[config.mk]
export PLATFORM = sky130hd
export DESIGN_NAME = banked_data_eeprom_controller
export DESIGN_NICKNAME = d
export VERILOG_FILES = /design/src/rtl/nvm_bank_pkg.sv /design/src/rtl/banked_data_eeprom_controller.sv /design/src/rtl/nvm_cell_array.sv
export SDC_FILE = /design/constraint.sdc
export NUM_CORES = 1
export LEC_CHECK = 0
export BUFFER_PORTS_ARGS = -buffer_cell sky130_fd_sc_hd__buf_2
export CAP_MARGIN = 20
export CORE_MARGIN = 2
export CORE_UTILIZATION = 30
export CTS_CLUSTER_SIZE = 28
export DETAILED_ROUTE_END_ITERATION = 6
export GPL_TIMING_DRIVEN = 0
export HOLD_SLACK_MARGIN = 0.12
export PLACE_DENSITY = 0.42
export SETUP_SLACK_MARGIN = 0.15
export SLEW_MARGIN = 20
export SYNTH_ARGS = -nofsm -noshare
export SYNTH_HDL_FRONTEND = slang
export SYNTH_SLANG_ARGS = --single-unit
[constraint.sdc]
create_clock -name clk -period 2.8 [get_ports clk]
set_input_delay 0.14 -clock clk [delete_from_list [all_inputs] [get_ports clk]]
set_output_delay 0.14 -clock clk [all_outputs]
set_load 0.02 [all_outputs]
[src/rtl/nvm_bank_pkg.sv]
// Constants for the paged data-space bank select and nonvolatile controller.
// Assumes a single core clock; the core issues byte reads and writes.
package nvm_bank_pkg;
  localparam logic [7:0] BANK_SELECT_ADDR = 8'he8;
  localparam logic [7:0] NVM_CONTROL_ADDR = 8'hea;
  localparam logic [7:0] PAGED_LAST_ADDR  = 8'h3f;
  localparam logic [7:0] NVM_CONTROL_RST  = 8'h00;
  localparam int RAM_PAGE2_BIT   = 4;
  localparam int NVM_PAGE0_BIT   = 0;
  localparam int STANDBY_BIT     = 6;
  localparam int ROW_START_BIT   = 3;
  localparam int ROW_ARM_BIT     = 2;
  localparam int BUSY_BIT        = 1;
  localparam int WRITE_EN_BIT    = 0;
  localparam int PAGE_AW         = 6;
  localparam int ROW_BYTES       = 8;
  localparam int ROW_AW          = 3;
  localparam int PROG_CYCLES_DEF = 16;
  localparam logic [7:0] ERASED_BYTE = 8'hff;
endpackage

[src/rtl/banked_data_eeprom_controller.sv]
// Bank select register, extra RAM page and nonvolatile page controller.
// Assumes the core presents one byte access per cycle on the data space.
//
// Summary of operation
// - Bank bit 4 maps RAM page 2; bit 0 maps the NVM page.
// - Bank select at E8h takes byte writes only; never read back.
// - Addresses 00h-3Fh go to the selected bank, low six bits as offset.
// - Bank select not cleared at reset; software writes it first.
// - Bank select is untouched by interrupts or calls.
// - Standby powers the NVM down; accesses are meaningless.
// - No bank selected means paged accesses are meaningless.
// - Busy flag set during programming; accesses aborted, cycle completes.
// - Control writes ignored while busy; only busy status readable.
// - Idle, awake NVM reads behave exactly like RAM reads.
// - Without write enable, NVM writes start no programming.
// - Byte mode writes program the addressed byte directly.
// - Arming row mode clears eight latches; writes then fill them.
// - A row shares A5-A3; A2-A0 pick the byte.
// - Armed row mode exposes only the latched row; no reads then.
// - Row start programs only bytes written since arming.
// - Row start sets only with enable and arm already set.
// - End of row cycle clears arm and start automatically.
// - Clearing arm before start discards latches unprogrammed.
// - A stop instruction disables the NVM at once.
// - Control register resets to 00h; bits 4 and 5 reserved.
`timescale 1ns/1ps
`default_nettype none
module banked_data_eeprom_controller
  import nvm_bank_pkg::*;
#(
  parameter int PROG_CYCLES = nvm_bank_pkg::PROG_CYCLES_DEF
) (
  input  wire logic       clk,
  input  wire logic       srst,
  input  wire logic [7:0] addr,
  input  wire logic       rd_en,
  input  wire logic       wr_en,
  input  wire logic [7:0] wr_data,
  input  wire logic       stop_exec,
  output logic      [7:0] rd_data,
  output logic            rd_valid,
  output logic            nvm_busy_flag,
  output logic            nvm_standby
);
  import nvm_bank_pkg::*;

  typedef enum logic [1:0] {
    ST_IDLE = 2'b00,
    ST_BYTE = 2'b01,
    ST_ROW  = 2'b10
  } prog_state_t;

  typedef struct packed {
    prog_state_t             state;
    logic [15:0]             count;
    logic [7:0]              bank;
    logic                    standby;
    logic                    row_start;
    logic                    row_arm;
    logic                    write_en;
    logic                    row_locked;
    logic [PAGE_AW-1:ROW_AW] row_addr;
    logic [ROW_BYTES-1:0]    row_touched;
    logic [ROW_BYTES*8-1:0]  row_data;
    logic [PAGE_AW-1:0]      byte_addr;
    logic [7:0]              byte_data;
    logic [7:0]              rd_data;
    logic                    rd_valid;
    logic                    prog_busy;
  } ctl_state_t;

  localparam logic [15:0] PROG_LAST = 16'(PROG_CYCLES - 1);

  ctl_state_t st_reg;
  ctl_state_t st_next;

  logic [7:0]         ram_page [2**PAGE_AW];
  logic [7:0]         nvm_rd;
  logic               cell_we;
  logic [PAGE_AW-1:0] cell_waddr;
  logic [7:0]         cell_wdata;
  logic [ROW_AW-1:0]  row_idx;

  logic paged;
  logic ram_sel;
  logic nvm_sel;
  logic busy;
  logic ctl_wr;

  assign paged   = addr <= PAGED_LAST_ADDR;
  assign ram_sel = st_reg.bank[RAM_PAGE2_BIT];
  assign nvm_sel = st_reg.bank[NVM_PAGE0_BIT];
  assign busy    = st_reg.prog_busy;
  assign ctl_wr  = wr_en && addr == NVM_CONTROL_ADDR;

  nvm_cell_array #(
    .AW (PAGE_AW)
  ) u_cells (
    .clk     (clk),
    .rd_addr (addr[PAGE_AW-1:0]),
    .rd_data (nvm_rd),
    .wr_en   (cell_we),
    .wr_addr (cell_waddr),
    .wr_data (cell_wdata)
  );

  // Extra RAM page; several pages selected together just AND on reads
  always_ff @(posedge clk) begin
    if (wr_en && paged && ram_sel) begin
      ram_page[addr[PAGE_AW-1:0]] <= wr_data;
    end
  end

  always_comb begin
    logic [7:0] rd_mux;
    rd_mux  = ERASED_BYTE;
    st_next = st_reg;
    st_next.rd_valid = rd_en;
    cell_we    = 1'b0;
    cell_waddr = st_reg.byte_addr;
    cell_wdata = st_reg.byte_data;
    row_idx    = st_reg.count[ROW_AW-1:0];

    // Bank select: write only, unaffected by anything but a byte write
    if (wr_en && addr == BANK_SELECT_ADDR) begin
      st_next.bank = wr_data;
    end

    // Read mux: overlapping pages corrupt each other, as software is warned
    if (rd_en) begin
      if (addr == NVM_CONTROL_ADDR) begin
        rd_mux = 8'h00;
        rd_mux[BUSY_BIT] = busy;
      end else if (paged) begin
        if (ram_sel) begin
          rd_mux = rd_mux & ram_page[addr[PAGE_AW-1:0]];
        end
        // Standby, busy or armed row give no valid data
        if (nvm_sel) begin
          if (!st_reg.standby && !busy && !st_reg.row_arm) begin
            rd_mux = rd_mux & nvm_rd;
          end else begin
            rd_mux = 8'h00;
          end
        end
        if (!ram_sel && !nvm_sel) begin
          rd_mux = 8'h00;
        end
      end else begin
        rd_mux = 8'h00;
      end
    end
    st_next.rd_data = rd_en ? rd_mux : st_reg.rd_data;

    // Control register writes, ignored while a cycle runs
    if (ctl_wr && !busy) begin
      st_next.standby  = wr_data[STANDBY_BIT];
      st_next.write_en = wr_data[WRITE_EN_BIT];
      st_next.row_arm  = wr_data[ROW_ARM_BIT];
      if (wr_data[ROW_ARM_BIT] && !st_reg.row_arm) begin
        st_next.row_touched = '0;
        st_next.row_data    = '0;
        st_next.row_locked  = 1'b0;
      end
      if (!wr_data[ROW_ARM_BIT]) begin
        st_next.row_touched = '0;
        st_next.row_locked  = 1'b0;
      end
      if (wr_data[ROW_START_BIT] && st_reg.write_en && st_reg.row_arm
          && wr_data[ROW_ARM_BIT] && wr_data[WRITE_EN_BIT]) begin
        st_next.row_start = 1'b1;
        st_next.state     = ST_ROW;
        st_next.count     = '0;
      end
    end

    // Writes into the NVM page; aborted in standby or while busy
    if (wr_en && paged && nvm_sel && !st_reg.standby && !busy) begin
      if (st_reg.row_arm) begin
        if (!st_reg.row_locked
            || st_reg.row_addr == addr[PAGE_AW-1:ROW_AW]) begin
          st_next.row_locked = 1'b1;
          st_next.row_addr   = addr[PAGE_AW-1:ROW_AW];
          st_next.row_touched[addr[ROW_AW-1:0]] = 1'b1;
          st_next.row_data[addr[ROW_AW-1:0]*8 +: 8] = wr_data;
        end
      end else if (st_reg.write_en) begin
        st_next.state     = ST_BYTE;
        st_next.count     = '0;
        st_next.byte_addr = addr[PAGE_AW-1:0];
        st_next.byte_data = wr_data;
      end
    end

    // Programming timer; byte cells commit in the final clock, row cells in the first eight
    case (st_reg.state)
      ST_IDLE: begin
      end
      ST_BYTE: begin
        st_next.count = st_reg.count + 16'h0001;
        if (st_reg.count == PROG_LAST) begin
          cell_we       = 1'b1;
          st_next.state = ST_IDLE;
          st_next.count = '0;
        end
      end
      ST_ROW: begin
        // The row is written out a byte per clock early in the cycle
        if (st_reg.count < 16'(ROW_BYTES)
            && st_reg.row_touched[row_idx]) begin
          cell_we    = 1'b1;
          cell_waddr = {st_reg.row_addr, row_idx};
          cell_wdata = st_reg.row_data[row_idx*8 +: 8];
        end
        st_next.count = st_reg.count + 16'h0001;
        if (st_reg.count == PROG_LAST) begin
          st_next.state       = ST_IDLE;
          st_next.count       = '0;
          st_next.row_arm     = 1'b0;
          st_next.row_start   = 1'b0;
          st_next.row_touched = '0;
          st_next.row_locked  = 1'b0;
        end
      end
      default: begin
        st_next.state = ST_IDLE;
      end
    endcase

    // Stop forces standby at once; any running cycle still completes
    if (stop_exec) begin
      st_next.standby = 1'b1;
    end

    // Busy is a flop of its own so the status pin carries no state decode
    st_next.prog_busy = st_next.state != ST_IDLE;
  end

  always_ff @(posedge clk) begin
    if (srst) begin
      st_reg.state       <= ST_IDLE;
      st_reg.count       <= '0;
      st_reg.prog_busy   <= 1'b0;
      st_reg.standby     <= NVM_CONTROL_RST[STANDBY_BIT];
      st_reg.row_start   <= NVM_CONTROL_RST[ROW_START_BIT];
      st_reg.row_arm     <= NVM_CONTROL_RST[ROW_ARM_BIT];
      st_reg.write_en    <= NVM_CONTROL_RST[WRITE_EN_BIT];
      st_reg.row_locked  <= 1'b0;
      st_reg.row_addr    <= '0;
      st_reg.row_touched <= '0;
      st_reg.row_data    <= '0;
      st_reg.byte_addr   <= '0;
      st_reg.byte_data   <= '0;
      st_reg.rd_data     <= '0;
      st_reg.rd_valid    <= 1'b0;
      st_reg.bank        <= st_next.bank;
    end else begin
      st_reg <= st_next;
    end
  end

  assign rd_data       = st_reg.rd_data;
  assign rd_valid      = st_reg.rd_valid;
  assign nvm_busy_flag = busy;
  assign nvm_standby   = st_reg.standby;

  a_busy_length: assert property (@(posedge clk) disable iff (srst)
    $rose(busy) |-> busy [*8] ##0 (st_reg.count == 16'h0007 || !busy))
    else $error("busy dropped early");
  a_ctl_ignored: assert property (@(posedge clk) disable iff (srst)
    busy && ctl_wr && st_reg.state != ST_IDLE && st_reg.count != PROG_LAST
    |=> $stable(st_reg.write_en) && $stable(st_reg.standby))
    else $error("control changed while busy");
  a_no_enable: assert property (@(posedge clk) disable iff (srst)
    !busy && !st_reg.write_en && !ctl_wr |=> st_reg.state != ST_BYTE)
    else $error("byte cycle without enable");
  a_row_clear: assert property (@(posedge clk) disable iff (srst)
    st_reg.state == ST_ROW && st_reg.count == PROG_LAST
    |=> !st_reg.row_arm && !st_reg.row_start && !busy)
    else $error("row bits not cleared");
  a_start_gate: assert property (@(posedge clk) disable iff (srst)
    $rose(st_reg.row_start) |-> $past(st_reg.row_arm)
    && $past(st_reg.write_en))
    else $error("start set without arm");
  a_stop_off: assert property (@(posedge clk) disable iff (srst)
    stop_exec |=> nvm_standby)
    else $error("stop did not disable");
  a_no_bank: assert property (@(posedge clk) disable iff (srst)
    rd_en && paged && st_reg.bank == 8'h00 |=> rd_data == 8'h00)
    else $error("unselected read gave data");
  a_arm_clears: assert property (@(posedge clk) disable iff (srst)
    ctl_wr && !busy && wr_data[ROW_ARM_BIT] && !st_reg.row_arm
    |=> st_reg.row_touched == '0)
    else $error("latches not cleared");

  // Busy must end exactly on the last programmed count
  a_busy_exact: assert property (@(posedge clk) disable iff (srst)
    $fell(busy) |-> $past(st_reg.count) == PROG_LAST)
    else $error("busy length differs from parameter");

  // Register reads: control shows busy only, bank select reads as zero
  a_ctl_status: assert property (@(posedge clk) disable iff (srst)
    rd_en && addr == NVM_CONTROL_ADDR
    |=> rd_data == {6'h00, $past(busy), 1'b0})
    else $error("control read not busy only");
  a_bank_hidden: assert property (@(posedge clk) disable iff (srst)
    rd_en && addr == BANK_SELECT_ADDR |=> rd_data == 8'h00)
    else $error("bank select read back");

  // Read answers keep plain RAM timing
  a_read_timing: assert property (@(posedge clk) disable iff (srst)
    rd_en |=> rd_valid)
    else $error("read answer late");
  a_valid_single: assert property (@(posedge clk) disable iff (srst)
    !rd_en |=> !rd_valid)
    else $error("read valid without request");

  // Paged reads with no valid source must answer zero
  a_stby_reads: assert property (@(posedge clk) disable iff (srst)
    rd_en && paged && nvm_sel && st_reg.standby |=> rd_data == 8'h00)
    else $error("standby read gave data");
  a_busy_reads: assert property (@(posedge clk) disable iff (srst)
    rd_en && paged && nvm_sel && busy |=> rd_data == 8'h00)
    else $error("busy read gave data");
  a_armed_reads: assert property (@(posedge clk) disable iff (srst)
    rd_en && paged && nvm_sel && st_reg.row_arm |=> rd_data == 8'h00)
    else $error("armed read gave data");

  // Writes that must never start a programming cycle
  a_stby_no_prog: assert property (@(posedge clk) disable iff (srst)
    wr_en && paged && st_reg.standby && !busy |=> !busy)
    else $error("write in standby programmed");
  a_nobank_write: assert property (@(posedge clk) disable iff (srst)
    wr_en && paged && !nvm_sel && !busy |=> !busy)
    else $error("write without page programmed");
  a_disarm_stop: assert property (@(posedge clk) disable iff (srst)
    ctl_wr && !busy && !wr_data[ROW_ARM_BIT] |=> st_reg.state != ST_ROW)
    else $error("row cycle after disarm");

  // A locked row ignores writes that fall in another row
  a_row_lock: assert property (@(posedge clk) disable iff (srst)
    wr_en && paged && st_reg.row_arm && st_reg.row_locked
    && addr[PAGE_AW-1:ROW_AW] != st_reg.row_addr
    |=> $stable(st_reg.row_data))
    else $error("other row entered latches");
endmodule
`default_nettype wire

[src/rtl/nvm_cell_array.sv]
// Nonvolatile cell array model: one 64-byte page with a per-byte write port.
// Assumes the controller never writes and reads the same cycle meaningfully.
`timescale 1ns/1ps
`default_nettype none
module nvm_cell_array #(
  parameter int AW = 6
) (
  input  wire logic          clk,
  input  wire logic [AW-1:0] rd_addr,
  output logic      [7:0]    rd_data,
  input  wire logic          wr_en,
  input  wire logic [AW-1:0] wr_addr,
  input  wire logic [7:0]    wr_data
);
  logic [7:0] cells [2**AW];

  // Cells keep content across reset, as real nonvolatile storage does
  always_ff @(posedge clk) begin
    if (wr_en) begin
      cells[wr_addr] <= wr_data;
    end
  end

  assign rd_data = cells[rd_addr];
endmodule
`default_nettype wire

# Yosys cells after proc, flatten, opt, wreduce, memory -nomap -nowiden
# Memory sizes are Yosys's and may differ from the RTL's.
# Cells that the tools add are included.
[op_classes]
n_addsub = 2
n_lt_le_gt_ge = 5
eq_ne = 6
shifts = 3
n_mux = 53
bitwise_logic = 3
n_reduce_logical = 31
[ops]
columns = ["op", "n"]
rows = [
  ["two-way mux 76 bit", 2],
  ["two-way mux 72 bit", 2],
  ["two-way mux 8 bit", 15],
  ["two-way mux 18 bit", 6],
  ["two-way mux 90 bit", 1],
  ["bitwise mux 64 bit", 1],
  ["variable shift 8 x 34 -> 64 bit, first input constant", 1],
  ["variable part select 64 x 7 -> 8 bit", 1],
  ["variable part select 8 x 34 -> 64 bit", 1],
  ["negation 6 -> 34 bit", 1],
  ["two-way mux 14 bit", 2],
  ["logical AND 1 bit", 18],
  ["adder 16 x 1 -> 16 bit, second input constant", 1],
  ["== test 16 x 4 -> 1 bit, second input constant", 1],
  ["== test 8 bit, second input constant", 2],
  ["< comparator 16 x 4 -> 1 bit, second input constant", 1],
  ["two-way mux 16 bit", 1],
  ["two-way mux 1 bit", 14],
  ["two-way mux 6 bit", 2],
  ["bitwise AND 8 bit", 1],
  ["less-or-equal comparator 8 x 6 -> 1 bit, second input constant", 1],
  ["< comparator 3 x 4 -> 1 bit, second input constant", 2],
  ["OR 8 bit", 1],
  ["logical NOT 1 bit", 6],
  ["16 further kinds", 19],
]
[totals]
regBits = 130
mem_bits_rw = 1024
input_bits = 21
out_inout_bits = 11
wordCells = 121
n_memories = 2
[memory_table]
columns = ["name", "words", "word_bits", "rd", "rd_clocked_by_memory_dff", "wr", "line_no", "rtl"]
rows = [
  ["ram_page", 64, 8, 1, 0, 1, "banked_data_eeprom_controller.sv:77", "logic [7:0] ram_page [2**PAGE_AW];"],
  ["u_cells.cells", 64, 8, 1, 0, 1, "nvm_cell_array.sv:15", "logic [7:0] cells [2**AW];"],
]

# Logic depth before layout (Yosys ltp)
[depth]
ltp_word = 12
ltp_mapped = 15
depth_no_buf = 9

# Hierarchy
# From an unflattened synthesis, not the netlist that was laid out.
[hier_totals]
hier_cells = 2774
hier_area_um2 = 46168.0
[modules_own_cells]
columns = ["mod", "n_inst", "cells_per_inst", "area_each_um2", "seq_area_each_um2"]
rows = [
  ["banked_data_eeprom_controller", 1, 1842, 26161.3, 17857.1],
  ["nvm_cell_array", 1, 932, 20006.7, 15374.7],
]

# Worst setup path before layout
# OpenSTA, ideal clock, no wires.
[synth_timing]
path_kind = "flip-flop to flip-flop"
startpoint = "register st_reg (netlist bit row_idx[0])"
endpoint = "memory u_cells.cells[0][0] (data pin)"
setup_time_ns = 0.366
arrival_time_ns = 2.523
setup_slack_ns = -0.089
stages_incl_launch_ff = 9
n_path_buf = 4
synth_period_minus_slack_ns = 2.889
cell_sequence = "dfxtp_1 -> buf_6 -> mux4_2 -> nand2b_1 -> a2111o_1 -> buf_6 -> buf_6 -> buf_6 -> a22o_1"
[synth_via]
elab_chain_len = 5
word_cells_on_any_way = 7
cone_classes = "order compare (1); shift (1); mux (4); reduce/logical (1)"
[synth_lines]
columns = ["item", "line_no", "rtl"]
rows = [
  ["from (decl)", "banked_data_eeprom_controller.sv:74", "ctl_state_t st_reg;"],
  ["from (signal assigned)", "banked_data_eeprom_controller.sv:258", "st_reg <= st_next;"],
  ["parallel branches: the longest is 3 deep, another holds < comparator 16 x 4 -> 1 bit", "-", ""],
  ["two-way mux 8 bit *", "banked_data_eeprom_controller.sv:209", "if (st_reg.count < 16'(ROW_BYTES)"],
  ["two-way mux 8 bit *", "banked_data_eeprom_controller.sv:196", "case (st_reg.state)"],
  ["net cell_wdata[0]", "banked_data_eeprom_controller.sv:81", "logic [7:0] cell_wdata;"],
  ["to (decl)", "nvm_cell_array.sv:15", ""],
]
# Mark *: on every way through the listed nets, which the timed path passes. The select of a mux whose other input is x is not followed.

# Worst setup path after layout
[layout_timing]
startpoint = "input port addr[4]"
endpoint = "register, netlist name rd_data[2]"
[layout_via]
elab_chain_len = 11
word_cells_on_any_way = 14
cone_classes = "order compare (1); eq/ne (1); mux (9); bitwise (1); memory (2)"
[layout_lines]
columns = ["item", "line_no", "rtl"]
rows = [
  ["from (decl)", "banked_data_eeprom_controller.sv:35", "input wire logic [7:0] addr,"],
  ["memory read (64 x 8 bit)", "-", ""],
  ["two-way mux 8 bit", "banked_data_eeprom_controller.sv:135", "if (ram_sel) begin"],
  ["two-way mux 8 bit", "banked_data_eeprom_controller.sv:134", "end else if (paged) begin"],
  ["two-way mux 8 bit", "banked_data_eeprom_controller.sv:131", "if (addr == NVM_CONTROL_ADDR) begin"],
  ["two-way mux 8 bit", "banked_data_eeprom_controller.sv:130", "if (rd_en) begin"],
  ["bitwise AND 8 bit", "banked_data_eeprom_controller.sv:141", "rd_mux = rd_mux & nvm_rd;"],
  ["two-way mux 8 bit", "banked_data_eeprom_controller.sv:140", "if (!st_reg.standby && !busy && !st_reg.row_arm) begin"],
  ["two-way mux 8 bit", "banked_data_eeprom_controller.sv:139", "if (nvm_sel) begin"],
  ["two-way mux 8 bit", "banked_data_eeprom_controller.sv:146", "if (!ram_sel && !nvm_sel) begin"],
  ["two-way mux 8 bit", "banked_data_eeprom_controller.sv:134", ""],
  ["two-way mux 8 bit *", "banked_data_eeprom_controller.sv:131", ""],
]
# Every way passes the cells marked *; elsewhere a longest branch is shown, timed or not. The select of a mux whose other input is x is not followed.
# A chain may end at the register's enable or synchronous reset.

==> impl_results.md <==
- Die area: 0.1531 mm2
- Most used cell, CP: clkbuf_1
- First DRT Iteration DRCs: 4211
- Initial Util: 30.11%
- Clock Sink Count: 1147
- Area Growth Syn to Fin: 23.53%
- Via density: 5.698
- Critical Path Sink Type: flip-flop
- Library cells used by synthesis: 86
- Worst slack, placed: -2153 ps
- Top cells by area, synth: edfxtp_1, dfxtp_1, o22ai_1, nor2_1, mux4_2
- Top cells by count, synth: edfxtp_1, nor2_1, o22ai_1
- Top_reg_cell synth: edfxtp_1
- Switching Share: 22.87%
- Global placement routability congestion: 0.8951
- Post-synth EDFFs: 1026
- Largest net degree at the start of global routing: 68
- Placed cell count: 5020
- Layout Nets: 3302
- Global route hottest layer: met2
- DIE HEIGHT: 391.2 um
- Min-delay worst type: input pin to flip-flop
- YS warnings: 0
- Slew Limit Fails: 0
- Drc violations: 1
- Final Core Density: 37.19%
- Avg Inst Size Synth: 15.16 um2
- Clock power share: 43.5%
- Sequential share of power: 51.6%
- Cell Rows: 142
- Failing checks: DRC, setup timing
- Crit Path Max Fanout: 10
- Skew-Pair Late Insertion Delay: 760 ps
- Switch Pwr: 8.192 mW
- Critical path required time: 3500 ps
- Max Root-Sink Buffers: 3
- Internal power: 27.63 mW
- RSZ-0062 raised after global routing: yes
- Grt met2 use: 38.28%
- Worst Clk Skew: 38.03 ps
- Worst rel slew slack: 15.84%
- Worst Setup Start Kind: input pin
- Cells after Synth: 2967
- Die Width: 391.2 um
- H-tree depth: 3
- Total clock buffers created by CTS: 116
- CTS tree: done
- Mapped Area: 0.04499 mm2
- Final Cycle Share: 112.2%
- Crit-path slowest cell: clkbuf_1
- Area share of the largest cell type after synthesis: 68.49%
- Fillers: 13990
- Total Routed Length: 186.3 mm
- Reg clk slew, reported paths: 60 ps
- CORE AREA: 0.1494 mm2
- Drt pass-1 iters: 7
- #FFs+latches synth: 1147
- CP peak stage delay: 940 ps
- Worst path arrival time: 3840 ps
- Ant diodes: 0
- Sequential area share after synthesis: 73.87%
- Cell taking the most area after synthesis: edfxtp_1
- Number of global-route vias before repair: 29650
- Max-Cap Viols: 0
- Power Density: 644.7 mW/mm2
- Setup ws final: -342.8 ps
- Global-route wire length before repair: 250.7 mm
- Share of layout cells above drive strength 1: 24.45%
- Final HPWL from detailed placement: 121.6 mm
- Io pins: 32
- Status: finished with violations
- Power Total: 35.82 mW
- Via count: 30710
- Leak: 15.92 nW
- Comb power frac: 4.9%
- Fin. Hold Viols: 0
- Peak supply drop: 0.4448 mV
- Fmax: 0.3182 GHz
- M3 GR Usage: 4.081%
- Final Non-Filler Cells: 5390
- Tightest Pin Transition: 1262 ps
- Routed wire per std cell: 34.56 um
- GRT Util Overall: 23.90%
- Antenna violations before repair: 11
- Final Instance Area: 0.05557 mm2
- Mapped Nets: 2996
- Buffers on Ports: 29
- Fin crit period: 3143 ps
- Clock Root Buffer: clkbuf_16
- Synth async-reset ratio: 0%
- Setup violations, final: 997
- Met1 GRT Util: 32.77%
- Final ANT Viol Nets: 0
- Most common cell in the netlist: edfxtp_1
- Global route overflow: 0
- CP cell instances: clkbuf_1 -> buf_4 -> clkbuf_1 -> o21ai_0 -> nor3_1 -> a211oi_1 -> o41ai_1 -> a32o_1
- Crit path kind: input pin to flip-flop
- DP Area: 0.04796 mm2
==> cell type report <==
| type | instances | area (um2) | area share [%] |
|---|---|---|---|
| Inverter | 29 | 117.6 | 0.2116 |
| Clock buffer | 151 | 3107 | 5.591 |
| Sequential cell | 1147 | 33230 | 59.80 |
| Timing Repair Buffer | 188 | 2357 | 4.242 |
| Buffer | 218 | 1394 | 2.508 |
| Clock inverter | 68 | 655.6 | 1.180 |
| Tap cell | 2016 | 2522 | 4.539 |
| Multi-Input combinational cell | 1573 | 12180 | 21.93 |
==> final timing paths <==
check             startpoint                   end  slack [ps]  cells past startpoint
setup reg to reg  row_idx[0]  u_cells.cells[13][6]        -220                     12
hold reg to reg   st_reg[34]            st_reg[34]         470                      2
setup / recovery     addr[4]            rd_data[2]        -340                      8
hold / removal     stop_exec           nvm_standby         200                      4
==> cell families after synthesis <==
logic type | synth area share [%]
compound gates | 11.72
mux | 4.408
xor+xnor | 0.05842
flops | 73.87
fa+ha+maj | 0.2225
buf+inv | 2.681
simple gates | 7.042
==> cells in the final DEF, fill, tap and decap left out, types with 49 or more instances in the layout <==
cell	netlist	layout
buf_4	26	118
buf_12	0	60
mux2_2	49	49
edfxtp_1	1026	1026
o22ai_1	168	168
nor2_4	0	127
a221oi_1	51	51
dfxtp_1	121	120
nand3_1	91	86
nor2_1	252	119
mux2i_1	56	53
clkbuf_16	0	121
a21oi_1	118	117
clkbuf_1	85	85
a22oi_1	106	106
buf_2	77	63
o21ai_0	58	53
nand2_1	122	111
a31oi_1	55	51
==> through the flow <==
stage	hold WS, ps	TNS (ps)
after CTS	158.6	-168550
after floorplan	234.9	-8536
final	196.7	-109680
after detailed placement	404.8	-1803900
after global placement	389.4	-2191180
after global routing	216.1	-212170
==> power groups by stage <==
stage          registers (mW)  clock network, mW  logic [mW]
2_1_floorplan            18.9                  0       0.640
3_3_place_gp             18.9                  0        1.58
3_5_place_dp             18.9                  0        1.62
4_1_cts                  18.5               15.7        1.72
5_1_grt                  18.5               16.3        1.78
6_report                 18.5               15.6        1.76
==> critical path: cells and delay by family <==
kind,cells,cell delay [ps]
buffers and inverters,3,1930
AO/OA/AOI/OAI,4,1230
AND/OR/NAND/NOR,1,500
==> routing by layer <==
layer	vias to the layer above	part of all wire [%]
met1	16310	42
li1	12570	-
met5	-	0.012
met3	271	8.0
met4	4	3.3
met2	1555	46
==> repair_timing <==
action                                   CTS  global route
endpoints found under the hold margin    479            64
pin swaps                                 86            19
hold buffers                              17             2
cloned                                     1             2
endpoints found under the setup margin  1633          1608
gates resized for setup                  458            33
buffers inserted                         121             8
No activity file was read; power rests on OpenSTA's default activity.
